File: src/inc/lrrc_pkg.sv
// Purpose: shared types and constants for the light result and range configuration block
// Assumes: 100 MHz system clock, 16-bit registers reached by an 8-bit register pointer
// Notes:   configuration struct mirrors the register bit layout, msb first
package lrrc_pkg;

    // register pointers
    localparam logic [7:0]  LRRC_PTR_RESULT = 8'h00;
    localparam logic [7:0]  LRRC_PTR_CONFIG = 8'h01;

    // host-writable configuration bits: 15..9 and 4..0
    localparam logic [15:0] LRRC_CFG_WMASK  = 16'hFE1F;
    localparam logic [15:0] LRRC_CFG_RESET  = 16'hC810;

    // range codes
    localparam logic [3:0]  LRRC_RANGE_AUTO = 4'hC;
    localparam logic [3:0]  LRRC_RANGE_MAX  = 4'hB;
    localparam logic [11:0] LRRC_MANT_FULL  = 12'hFFF;

    // conversion modes
    localparam logic [1:0]  LRRC_MODE_SHUT   = 2'h0;
    localparam logic [1:0]  LRRC_MODE_SINGLE = 2'h1;

    // conversion times
    localparam int unsigned LRRC_CLK_HZ      = 100_000_000;
    localparam int unsigned LRRC_CT_SHORT_MS = 100;
    localparam int unsigned LRRC_CT_LONG_MS  = 800;
    localparam int unsigned LRRC_CT_SHORT_CYC = (LRRC_CLK_HZ / 1000) * LRRC_CT_SHORT_MS;
    localparam int unsigned LRRC_CT_LONG_CYC  = (LRRC_CLK_HZ / 1000) * LRRC_CT_LONG_MS;
    localparam int          LRRC_TIMER_W     = 27;

    // serial bus bit counts
    localparam logic [3:0]  LRRC_BITS_BYTE  = 4'h8;

    typedef struct packed {
        logic [3:0] range_select;
        logic       conversion_time;
        logic [1:0] mode;
        logic       overflow_flag;
        logic       conversion_ready_flag;
        logic       over_high_limit;
        logic       under_low_limit;
        logic       latch_mode;
        logic       polarity;
        logic       exponent_mask;
        logic [1:0] fault_count;
    } lrrc_cfg_s;

    typedef struct packed {
        logic [3:0]  exponent;
        logic [11:0] mantissa;
    } lrrc_result_s;

    typedef enum logic [5:0] {
        LRRC_IDLE = 6'h01,
        LRRC_ADDR = 6'h02,
        LRRC_WACK = 6'h04,
        LRRC_WRX  = 6'h08,
        LRRC_TX   = 6'h10,
        LRRC_RACK = 6'h20
    } lrrc_bus_e;

    typedef struct packed {
        logic                    scl_m;
        logic                    scl_s;
        logic                    scl_q;
        logic                    sda_m;
        logic                    sda_s;
        logic                    sda_q;
        lrrc_bus_e               bus;
        logic [3:0]              bitcnt;
        logic [7:0]              shift;
        logic                    rw;
        logic [1:0]              wbyte;
        logic [7:0]              msb;
        logic [7:0]              ptr;
        logic [15:0]             txword;
        logic                    byte_sel;
        logic                    nack;
        logic                    sda_out;
        logic                    sda_oe_n;
        lrrc_cfg_s               cfg;
        lrrc_result_s            result;
        logic                    active;
        logic                    done;
        logic [LRRC_TIMER_W-1:0] timer;
    } lrrc_state_s;

    localparam lrrc_state_s LRRC_STATE_RESET = '{
        scl_m: 1'b1, scl_s: 1'b1, scl_q: 1'b1,
        sda_m: 1'b1, sda_s: 1'b1, sda_q: 1'b1,
        bus: LRRC_IDLE, sda_oe_n: 1'b1,
        cfg: lrrc_cfg_s'(LRRC_CFG_RESET),
        default: '0
    };

endpackage

File: src/core/lrrc_top.sv
// Purpose: result and range configuration registers of a light sensor behind a two-wire serial slave
// Assumes: light_level_i is a linear light code from on-chip logic on sys_clk_i, 0.01 lux per step
// Notes:   scl/sda come from pins and pass two flops; sda is open drain, enable low while pulling low
`timescale 1ns/10ps
`default_nettype none

module lrrc_top
    import lrrc_pkg::*;
#(
    parameter logic [6:0]  DEV_ADDR     = 7'h2A, // arbitrary slave address
    parameter int          RAW_W        = 24,
    parameter int unsigned SHORT_CYCLES = LRRC_CT_SHORT_CYC,
    parameter int unsigned LONG_CYCLES  = LRRC_CT_LONG_CYC
) (
    input  wire logic             sys_clk_i,
    input  wire logic             resetn_i,
    input  wire logic             scl_i,
    input  wire logic             sda_i,
    output var  logic             sda_o,
    output var  logic             sda_oe_n_o,
    input  wire logic [RAW_W-1:0] light_level_i,
    output var  logic             conv_active_o,
    output var  logic             conv_done_o
);
    // elaboration checks on parameters the logic cannot serve
    if (RAW_W < 12 || RAW_W > 32) begin : g_bad_raw
        $error("RAW_W out of range");
    end
    if (SHORT_CYCLES < 2 || LONG_CYCLES < 2 || LONG_CYCLES >= (1 << LRRC_TIMER_W)) begin : g_bad_time
        $error("conversion cycle counts out of range");
    end
    lrrc_state_s             st;
    lrrc_state_s             nx;
    logic                    scl_rise;
    logic                    scl_fall;
    logic                    bus_start;
    logic                    bus_stop;
    logic [15:0]             rd_word;
    logic [LRRC_TIMER_W-1:0] conv_len;
    logic                    wr_commit;
    logic [15:0]             wdata;
    logic                    tx_load;
    logic                    crf_clear;
    logic [3:0]              conv_exp;
    logic [12:0]             conv_scaled;
    // smallest range whose mantissa still fits, top range when none fits
    function automatic logic [3:0] auto_exp(input logic [RAW_W-1:0] raw);
        logic [3:0] e;
        e = LRRC_RANGE_MAX;
        for (int i = int'(LRRC_RANGE_MAX); i >= 0; i--) begin
            if ((raw >> i) <= RAW_W'(LRRC_MANT_FULL)) begin
                e = 4'(i);
            end
        end
        return e;
    endfunction
    // {overflow, mantissa}; saturates at full scale
    function automatic logic [12:0] scale(input logic [RAW_W-1:0] raw, input logic [3:0] e);
        logic [RAW_W-1:0] s;
        s = raw >> e;
        if (s > RAW_W'(LRRC_MANT_FULL)) begin
            return {1'b1, LRRC_MANT_FULL};
        end
        return {1'b0, s[11:0]};
    endfunction

    // bus events from synchronised pins; first sync stage stays private
    assign scl_rise  = st.scl_s & ~st.scl_q;
    assign scl_fall  = ~st.scl_s & st.scl_q;
    assign bus_start = st.scl_s & st.scl_q & st.sda_q & ~st.sda_s;
    assign bus_stop  = st.scl_s & st.scl_q & ~st.sda_q & st.sda_s;
    assign rd_word   = (st.ptr == LRRC_PTR_RESULT) ? 16'(st.result)
                     : (st.ptr == LRRC_PTR_CONFIG) ? 16'(st.cfg) : 16'h0000; // unmapped pointers read zero
    assign conv_len  = st.cfg.conversion_time ? LRRC_TIMER_W'(LONG_CYCLES - 1)
                                              : LRRC_TIMER_W'(SHORT_CYCLES - 1);
    // reserved range codes fall back to automatic ranging
    assign conv_exp    = (st.cfg.range_select >= LRRC_RANGE_AUTO) ? auto_exp(light_level_i)
                                                                  : st.cfg.range_select;
    assign conv_scaled = scale(light_level_i, conv_exp);
    // next-state logic: serial slave, register file, conversion engine
    always_comb begin
        nx        = st;
        wr_commit = 1'b0;
        wdata     = 16'h0000;
        tx_load   = 1'b0;
        crf_clear = 1'b0;
        nx.scl_m  = scl_i;
        nx.scl_s  = st.scl_m;
        nx.scl_q  = st.scl_s;
        nx.sda_m  = sda_i;
        nx.sda_s  = st.sda_m;
        nx.sda_q  = st.sda_s;
        nx.done   = 1'b0;
        // start and stop override any byte in flight
        if (bus_start) begin
            nx.bus      = LRRC_ADDR;
            nx.bitcnt   = 4'h0;
            nx.wbyte    = 2'h0;
            nx.sda_oe_n = 1'b1;
        end else if (bus_stop) begin
            nx.bus      = LRRC_IDLE;
            nx.sda_oe_n = 1'b1;
        end else begin
            case (st.bus)
                LRRC_ADDR, LRRC_WRX: begin
                    if (scl_rise && st.bitcnt < LRRC_BITS_BYTE) begin
                        nx.shift  = {st.shift[6:0], st.sda_s};
                        nx.bitcnt = st.bitcnt + 4'h1;
                    end else if (scl_fall && st.bitcnt == LRRC_BITS_BYTE) begin
                        nx.bus      = LRRC_WACK;
                        nx.sda_oe_n = 1'b0;
                        if (st.bus == LRRC_ADDR) begin
                            nx.rw       = st.shift[0];
                            nx.byte_sel = 1'b0;
                            if (st.shift[7:1] != DEV_ADDR) begin
                                nx.bus      = LRRC_IDLE;
                                nx.sda_oe_n = 1'b1;
                            end
                        end else begin
                            // pointer byte, then msb, then lsb pairs
                            case (st.wbyte)
                                2'h0: begin
                                    nx.ptr   = st.shift;
                                    nx.wbyte = 2'h1;
                                end
                                2'h1: begin
                                    nx.msb   = st.shift;
                                    nx.wbyte = 2'h2;
                                end
                                default: begin
                                    nx.wbyte  = 2'h1;
                                    wdata     = {st.msb, st.shift};
                                    // result pointer write is dropped here
                                    wr_commit = (st.ptr == LRRC_PTR_CONFIG);
                                end
                            endcase
                        end
                    end
                end
                LRRC_WACK: begin
                    if (scl_fall) begin
                        nx.bitcnt   = 4'h0;
                        nx.sda_oe_n = 1'b1;
                        nx.bus      = LRRC_WRX;
                        tx_load     = st.rw;
                    end
                end
                LRRC_TX: begin
                    if (scl_fall) begin
                        if (st.bitcnt == LRRC_BITS_BYTE) begin
                            nx.sda_oe_n = 1'b1;
                            nx.bus      = LRRC_RACK;
                        end else begin
                            nx.shift    = {st.shift[6:0], 1'b0};
                            nx.sda_oe_n = st.shift[6];
                            nx.bitcnt   = st.bitcnt + 4'h1;
                        end
                    end
                end
                LRRC_RACK: begin
                    if (scl_rise) begin
                        nx.nack = st.sda_s;
                    end else if (scl_fall) begin
                        nx.bus  = LRRC_IDLE;
                        tx_load = ~st.nack;
                    end
                end
                default: begin
                    nx.bus = LRRC_IDLE;
                end
            endcase
        end
        // word latched at msb so both bytes of a pair agree
        if (tx_load) begin
            nx.shift    = st.byte_sel ? st.txword[7:0] : rd_word[15:8];
            nx.sda_oe_n = st.byte_sel ? st.txword[7] : rd_word[15];
            nx.bitcnt   = 4'h1;
            nx.bus      = LRRC_TX;
            nx.byte_sel = ~st.byte_sel;
            if (!st.byte_sel) begin
                nx.txword = rd_word;
                crf_clear = (st.ptr == LRRC_PTR_CONFIG);
            end
        end
        // reading the configuration clears ready; a finish in the same cycle wins below
        if (crf_clear) begin
            nx.cfg.conversion_ready_flag = 1'b0;
        end
        // a write aborts, and restarts unless the new mode is shutdown; flags 8..5 keep their values
        if (wr_commit) begin
            nx.cfg    = lrrc_cfg_s'((wdata & LRRC_CFG_WMASK) | (st.cfg & ~LRRC_CFG_WMASK));
            nx.timer  = '0;
            nx.active = (nx.cfg.mode != LRRC_MODE_SHUT);
        end else if (st.active) begin
            if (st.timer == conv_len) begin
                nx.done                      = 1'b1;
                nx.timer                     = '0;
                nx.result.mantissa           = conv_scaled[11:0];
                nx.result.exponent           = (st.cfg.exponent_mask && st.cfg.range_select < LRRC_RANGE_AUTO)
                                               ? 4'h0 : conv_exp;
                nx.cfg.overflow_flag         = conv_scaled[12];
                nx.cfg.conversion_ready_flag = 1'b1;
                if (st.cfg.mode == LRRC_MODE_SINGLE) begin
                    nx.cfg.mode = LRRC_MODE_SHUT;
                    nx.active   = 1'b0;
                end
            end else begin
                nx.timer = st.timer + 1'b1;
            end
        end
    end

    // single state register; power-on value is the documented default
    always_ff @(posedge sys_clk_i or negedge resetn_i) begin
        if (!resetn_i) begin
            st <= LRRC_STATE_RESET;
        end else begin
            st <= nx;
        end
    end

    assign sda_o         = st.sda_out;
    assign sda_oe_n_o    = st.sda_oe_n;
    assign conv_active_o = st.active;
    assign conv_done_o   = st.done;

    // checks on the conversion engine and register file
    property p_mask_exp;
        @(posedge sys_clk_i) disable iff (!resetn_i)
        st.done && st.cfg.exponent_mask && st.cfg.range_select < LRRC_RANGE_AUTO |-> st.result.exponent == 4'h0;
    endproperty
    a_mask_exp: assert property (p_mask_exp) else $error("masked exponent not zero");
    property p_manual_exp;
        @(posedge sys_clk_i) disable iff (!resetn_i)
        st.done && !st.cfg.exponent_mask && st.cfg.range_select < LRRC_RANGE_AUTO
        |-> st.result.exponent == st.cfg.range_select;
    endproperty
    a_manual_exp: assert property (p_manual_exp) else $error("manual range not in exponent");
    property p_auto_exp;
        @(posedge sys_clk_i) disable iff (!resetn_i)
        st.done && st.cfg.range_select == LRRC_RANGE_AUTO |-> st.result.exponent <= LRRC_RANGE_MAX;
    endproperty
    a_auto_exp: assert property (p_auto_exp) else $error("auto range exponent out of table");
    property p_single_end;
        @(posedge sys_clk_i) disable iff (!resetn_i)
        st.done && $past(st.cfg.mode) == LRRC_MODE_SINGLE |-> st.cfg.mode == LRRC_MODE_SHUT && !st.active;
    endproperty
    a_single_end: assert property (p_single_end) else $error("single shot did not shut down");
    property p_result_hold;
        @(posedge sys_clk_i) disable iff (!resetn_i)
        !st.done |-> $stable(st.result);
    endproperty
    a_result_hold: assert property (p_result_hold) else $error("result changed without a finish");
    property p_ro_flags;
        @(posedge sys_clk_i) disable iff (!resetn_i)
        wr_commit |=> st.cfg.overflow_flag == $past(st.cfg.overflow_flag)
                      && st.cfg.conversion_ready_flag == $past(st.cfg.conversion_ready_flag);
    endproperty
    a_ro_flags: assert property (p_ro_flags) else $error("write changed a read-only flag");
    property p_abort;
        @(posedge sys_clk_i) disable iff (!resetn_i)
        wr_commit |=> st.timer == '0 && !st.done && st.active == (st.cfg.mode != LRRC_MODE_SHUT);
    endproperty
    a_abort: assert property (p_abort) else $error("write did not abort and restart");
    property p_period;
        @(posedge sys_clk_i) disable iff (!resetn_i)
        st.done |-> $past(st.timer) == $past(conv_len) && $past(st.active);
    endproperty
    a_period: assert property (p_period) else $error("conversion length wrong");

endmodule

`default_nettype wire

File: config.mk
export PLATFORM = sky130hd
export DESIGN_NAME = lrrc_top
export DESIGN_NICKNAME = d
export VERILOG_FILES = /design/src/inc/lrrc_pkg.sv /design/src/core/lrrc_top.sv
export SDC_FILE = /design/constraint.sdc
export NUM_CORES = 1
export LEC_CHECK = 0
export BUFFER_PORTS_ARGS = -buffer_cell sky130_fd_sc_hd__buf_4
export CAP_MARGIN = 30
export CORE_MARGIN = 2
export CORE_UTILIZATION = 62
export DETAILED_ROUTE_END_ITERATION = 7
export GPL_TIMING_DRIVEN = 1
export PLACE_DENSITY_LB_ADDON = 0.25
export SYNTH_ARGS = -nofsm -noshare
export SYNTH_HDL_FRONTEND = slang
export SYNTH_SLANG_ARGS = --single-unit
File: constraint.sdc
create_clock -name sys_clk_i -period 3.6 [get_ports sys_clk_i]
set_input_delay 0.72 -clock sys_clk_i [delete_from_list [all_inputs] [get_ports sys_clk_i]]
set_output_delay 0.72 -clock sys_clk_i [all_outputs]
set_load 0.005 [all_outputs]
; Word level (Yosys, flattened, before mapping)
; Cells that the tools add are included.
[word_totals]
register_bits = 123
output_inout_bits = 4
[classes]
magnitude_cmp = 15
n_addsub = 2
reduce_logical = 33
bitwise = 19
n_mux = 103
n_eq_ne = 32
shifts = 1
[ops]
columns = operator, count
row1 = 2-to-1 mux 16 bit, 9
row2 = 2-to-1 mux 27 bit, 3
row3 = 2-to-1 mux 19 bit, 3
row4 = 2-to-1 mux 18 bit, 3
row5 = 2-to-1 mux 4 bit, 13
row6 = 2-to-1 mux 6 bit, 7
row7 = 2-to-1 mux 1 bit, 39
row8 = "!= test 5 bit, second input constant", 7
row9 = 2-to-1 mux 31 bit, 1
row10 = 2-to-1 mux 29 bit, 1
row11 = "adder 27 x 1 -> 27 bit, second input constant", 1
row12 = == test 27 bit, 1
row13 = 2-to-1 mux 13 bit, 2
row14 = "> comparator 24 x 12 -> 1 bit, second input constant", 1
row15 = "<= comparator 24 x 12 -> 1 bit, second input constant", 1
row16 = 2-to-1 mux 12 bit, 2
row17 = 2-to-1 mux 8 bit, 3
row18 = case mux 6 bit (4 select lines), 1
row19 = AND reduction 6 bit, 4
row20 = right shift 24 x 4 -> 24 bit, 1
row21 = "<= comparator 23 x 12 -> 1 bit, second input constant", 1
row22 = "<= comparator 22 x 12 -> 1 bit, second input constant", 1
row23 = "<= comparator 21 x 12 -> 1 bit, second input constant", 1
row24 = AND reduction 7 bit, 3
row25 = other kinds (47), 96

; Logic depth before layout (Yosys ltp)
[depth]
ltp_word = 20
mapped_depth = 13
mapped_depth_nobuf = 11

; Worst setup path after synthesis
; Ideal clock, no wire load.
[synth_path]
path_type = in2reg
from = in light_level_i[23]
to = reg st[34] in the netlist's numbering
arrival_time_ns = 3.083
setup_ns = 0.121
stages = 10
required_ns = 3.479
path_slack_ns = 0.395
path_cell_list = or3_4 -> or3_4 -> o211a_4 -> nor2_2 -> mux2i_1 -> o221ai_1 -> nor4_2 -> a41oi_4 -> buf_6 -> o22a_1
[synth_via]
elab_chain_cells = 17
word_cells_on_any_way = 27
[synth_rtl]
columns = item, line_no
row1 = start: declaration, lrrc_top.sv:21  ; input wire logic [RAW_W-1:0] light_level_i,
row2 = <= comparator 14 x 12 -> 1 bit, lrrc_top.sv:51  ; if ((raw >> i) <= RAW_W'(LRRC_MANT_FULL)) begin
row3 = 2-to-1 mux 1 bit, lrrc_top.sv:51
row4 = 2-to-1 mux 2 bit (2 in a row), lrrc_top.sv:51
row5 = 2-to-1 mux 4 bit (8 in a row), lrrc_top.sv:51
row6 = 2-to-1 mux 4 bit, lrrc_top.sv:77  ; assign conv_exp = (st.cfg.range_select >= LRRC_RANGE_AUTO) ? auto_exp(light_level_i)
row7 = right shift 24 x 4 -> 24 bit (*), lrrc_top.sv:60  ; s = raw >> e;
row8 = > comparator 24 x 12 -> 1 bit, lrrc_top.sv:61  ; if (s > RAW_W'(LRRC_MANT_FULL)) begin
row9 = 2-to-1 mux 1 bit, lrrc_top.sv:61
row10 = 2-to-1 mux 13 bit (*), lrrc_top.sv:64  ; return {1'b0, s[11:0]};
row11 = end signal: assignment, lrrc_top.sv:218  ; st <= nx;
row12 = end: declaration, lrrc_top.sv:32  ; lrrc_state_s st;
; Every way passes the cells marked *; elsewhere a longest branch is shown, timed or not.
; A chain may end at the register's enable or synchronous reset.

; Worst setup path after layout
[layout_path]
from = in light_level_i[23]
to = reg st[38] in the netlist's numbering
; Same word-level chain as after synthesis.

==> impl_metrics.ini <==
[die]
die_width_um = 106.6
initial_core_util = 0.6353
die_height_um = 106.6
io_pins = 32
die_area_sq_um = 11370
core-area_sq_um = 10280
placementRows = 37

[min_path]
hold_path.class = input pin to asynchronous set/reset pin

[layout]
final_cells = 909
final_net_count = 799
postLayoutCellArea_sq_um = 7152
share_of_cells_above_drive_strength_1 = 0.1449
antenna_cells_inserted = 0
layout-area-overhead-vs-synth_pct = 9.544

[sta]
max_freq_ghz = 0.3104
final_min_period_over_clock_period = 0.8950
timing.final.setup_violations = 0
final_skew_ns = 0.02287
max_slew_margin = 0.3938
tightestPinTransition_ns = 0.9093
hold_viol_final = 0
post-route-worst-setup-slack_ns = 0.3780
minimum_clock_period_after_layout_ns = 3.222
max_transition_viols_final = 0
rsz0062_at_grt = false
tns_ns = 0

[route]
ant_nets = 0
detail_routed_via_count_per_cell = 6.426
drt_drc_violations_left = 0
avgRoutedWirePerCell_um = 17.19
detailroute.via_count = 5841
routed_wl_um = 15620
drt_iter0_markers = 422
firstDrtPassIters = 5

[global_routing]
overflow = 0
first_pass_grt_wire_length_um = 26850
antenna_violations_before_repair = 0
grt_max_degree = 73
grt_pass1_vias = 5703
groute.usage.overall = 0.2895

[logic_synthesis]
synth_compound_gate_area_share = 0.1930
postSynthRegisterBits = 112
async_reset_ff_frac = 1.000
yosysTopAreaCell = sky130_fd_sc_hd__dfrtp_1
synth_common_cells = sky130_fd_sc_hd__nand2_1 (137), sky130_fd_sc_hd__dfrtp_1 (100), sky130_fd_sc_hd__o21ai_0 (67)
synth.most_common_cell = sky130_fd_sc_hd__nand2_1
synth-edff-count = 0
synth_simple_gate_area_share = 0.2355
adder_and_majority_cell_fraction_of_the_synthesized_area = 0.005749
main_combinational_cell_family_by_area_after_synthesis = simple AND/OR/NAND/NOR gates
synth_area_sq_um = 6529
syn_area_per_cell_sq_um = 8.775
synth_top_area_frac = 0.3833
synthXorXnorAreaFrac = 0.005366
postSynth.topFlopCell = sky130_fd_sc_hd__dfrtp_1
syn_nets = 775
ys_seq_area_frac = 0.4316
yosys-mux-area-fraction = 0.1023
synthTopCellsByArea = sky130_fd_sc_hd__dfrtp_1 (38%), sky130_fd_sc_hd__nand2_1 (7.9%), sky130_fd_sc_hd__mux2i_1 (6.4%), sky130_fd_sc_hd__o21ai_0 (5.1%), sky130_fd_sc_hd__dfstp_2 (4.8%)
postSynthCellCount = 744
netlist-cell-type-count = 73
synth-warning-count = 0

[worst_setup_path]
timing.critical_path.to_type = flip-flop
critPathMaxFanout = 13
worst-endpoint-arrival_ns = 3.48
critical_path.endpoint = st[38]$_DFFE_PN0P_
timing.critical_path.from = light_level_i[23]
cp-start-kind = input pin
rr_startpoint = st[59]$_DFFE_PN1P_
critical_path_required_ns = 3.86
ff2ff_path_depth = 8
setup_slack_reg_to_reg_ns = 0.47
timing.rr.end = st[38]$_DFFE_PN0P_
timing.setup.critical_path_class = input pin to flip-flop

[clock_network]
worst_setup_hold_path_clk_slew_ns = 0.12
max-clock-path-buffers = 2
cts_root_buffer = sky130_fd_sc_hd__clkbuf_8
cts-htree-levels = 3
post_cts_hold_buffer_count = 0
insertion_delay_ns = 0.38
cts-resized-gates = 0
cts_tree = yes
postCtsSetupRepairBufs = 0
cts_sinks = 112
cts_inserted_buffers = 9

[placed_design]
port_buffers = 30
post-place-cells = 893
dp_hpwl_um = 11190
placed_cell_area_sq_um = 6929
place_congestion = 0.9849
place_ws_ns = 0.02577

[power_and_ir_drop]
finalPower_mw = 2.306
power.density_cell_area_nw_per_um2 = 322.5
p_leak_nw = 3.172
power.ir.vdd_worst_mv = 0.1743

[job]
max_cap_violations = 0

[outcome]
outcome = completed
kinds of logic after synthesis:
group / count (synthesis)
AND/OR/NAND/NOR: 324
AO/OA/AOI/OAI: 195
flip-flops: 112
multiplexers: 64
buffers and inverters: 41
XOR/XNOR: 4
adder cells (fa/ha/maj): 3
other: 1
placed cells by master, fill, tap and decap left out, drive strengths merged, types with 9 or more instances in the layout:
| cell | n |
|---|---|
| a31oi | 10 |
| nand3 | 30 |
| dfrtp | 100 |
| o22a | 13 |
| nand2 | 137 |
| nor3 | 22 |
| and2 | 11 |
| o21ai | 73 |
| o31ai | 16 |
| mux2i | 42 |
| a21oi | 38 |
| nor2 | 61 |
| clkbuf | 9 |
| and3 | 13 |
| mux2 | 22 |
| dfstp | 12 |
| buf | 49 |
worst max-delay path: stages:
cell and delay [ns]:
sky130_fd_sc_hd__buf_4 0.14, sky130_fd_sc_hd__or3_4 0.41, sky130_fd_sc_hd__or3_4 0.36, sky130_fd_sc_hd__o211a_4 0.29, sky130_fd_sc_hd__nor2_2 0.21, sky130_fd_sc_hd__mux2i_1 0.26
sky130_fd_sc_hd__o221ai_1 0.19, sky130_fd_sc_hd__nor4_2 0.36, sky130_fd_sc_hd__a41oi_4 0.28, sky130_fd_sc_hd__o22a_1 0.26
layer usage:
metal,share of wire,routed length [um],global-route usage,up-vias
met4,0.022,350,0.1048,0
met5,0,0,0,-
li1,-,-,-,2746
met1,0.44,6836,0.4068,2837
met3,0.062,971,0.04681,36
met2,0.48,7464,0.4586,222
state kept, by name (all words and copies together) (netlist names):
signal / count
conv_done_o: 1
conv_active_o: 1
sda_oe_n_o: 1
st: 105
nx: 4
stage by stage:
step / hold WS (ns) / util
3_5_place_dp: 0.3498 / 0.6742
3_3_place_gp: 0.3458 / 0.6742
4_1_cts: 0.3233 / 0.6959
2_1_floorplan: 0.3452 / -
5_1_grt: 0.3537 / 0.6959
6_report: 0.3209 / 0.6959
power breakdown:
part           internal [mW]  switching (mW)
clock network          0.344           0.471
logic                 0.0737           0.114
registers               1.28          0.0225
total                   1.70           0.608
how the worst min path moves through the flow:
| stage | from | endpoint |
|---|---|---|
| after floorplan | nx[119]$_DFF_PN1_ | nx[118]$_DFF_PN1_ |
| after global placement | nx[119]$_DFF_PN1_ | nx[118]$_DFF_PN1_ |
| after detailed placement | nx[122]$_DFF_PN1_ | nx[121]$_DFF_PN1_ |
| after CTS | resetn_i | st[12]$_DFFE_PN0P_ |
| after global routing | resetn_i | st[40]$_DFFE_PN0P_ |
| final | resetn_i | st[40]$_DFFE_PN0P_ |
cell type report:
type / count / area, sq um
fill: 818 / 3126
timing repair buffer: 49 / 380.4
clock inverter: 7 / 98.84
multi-input combinational: 591 / 3542
tap: 136 / 170.2
inverter: 5 / 18.77
sequential: 112 / 2818
clock buffer: 9 / 123.9
(Power assumes the default switching activity.)
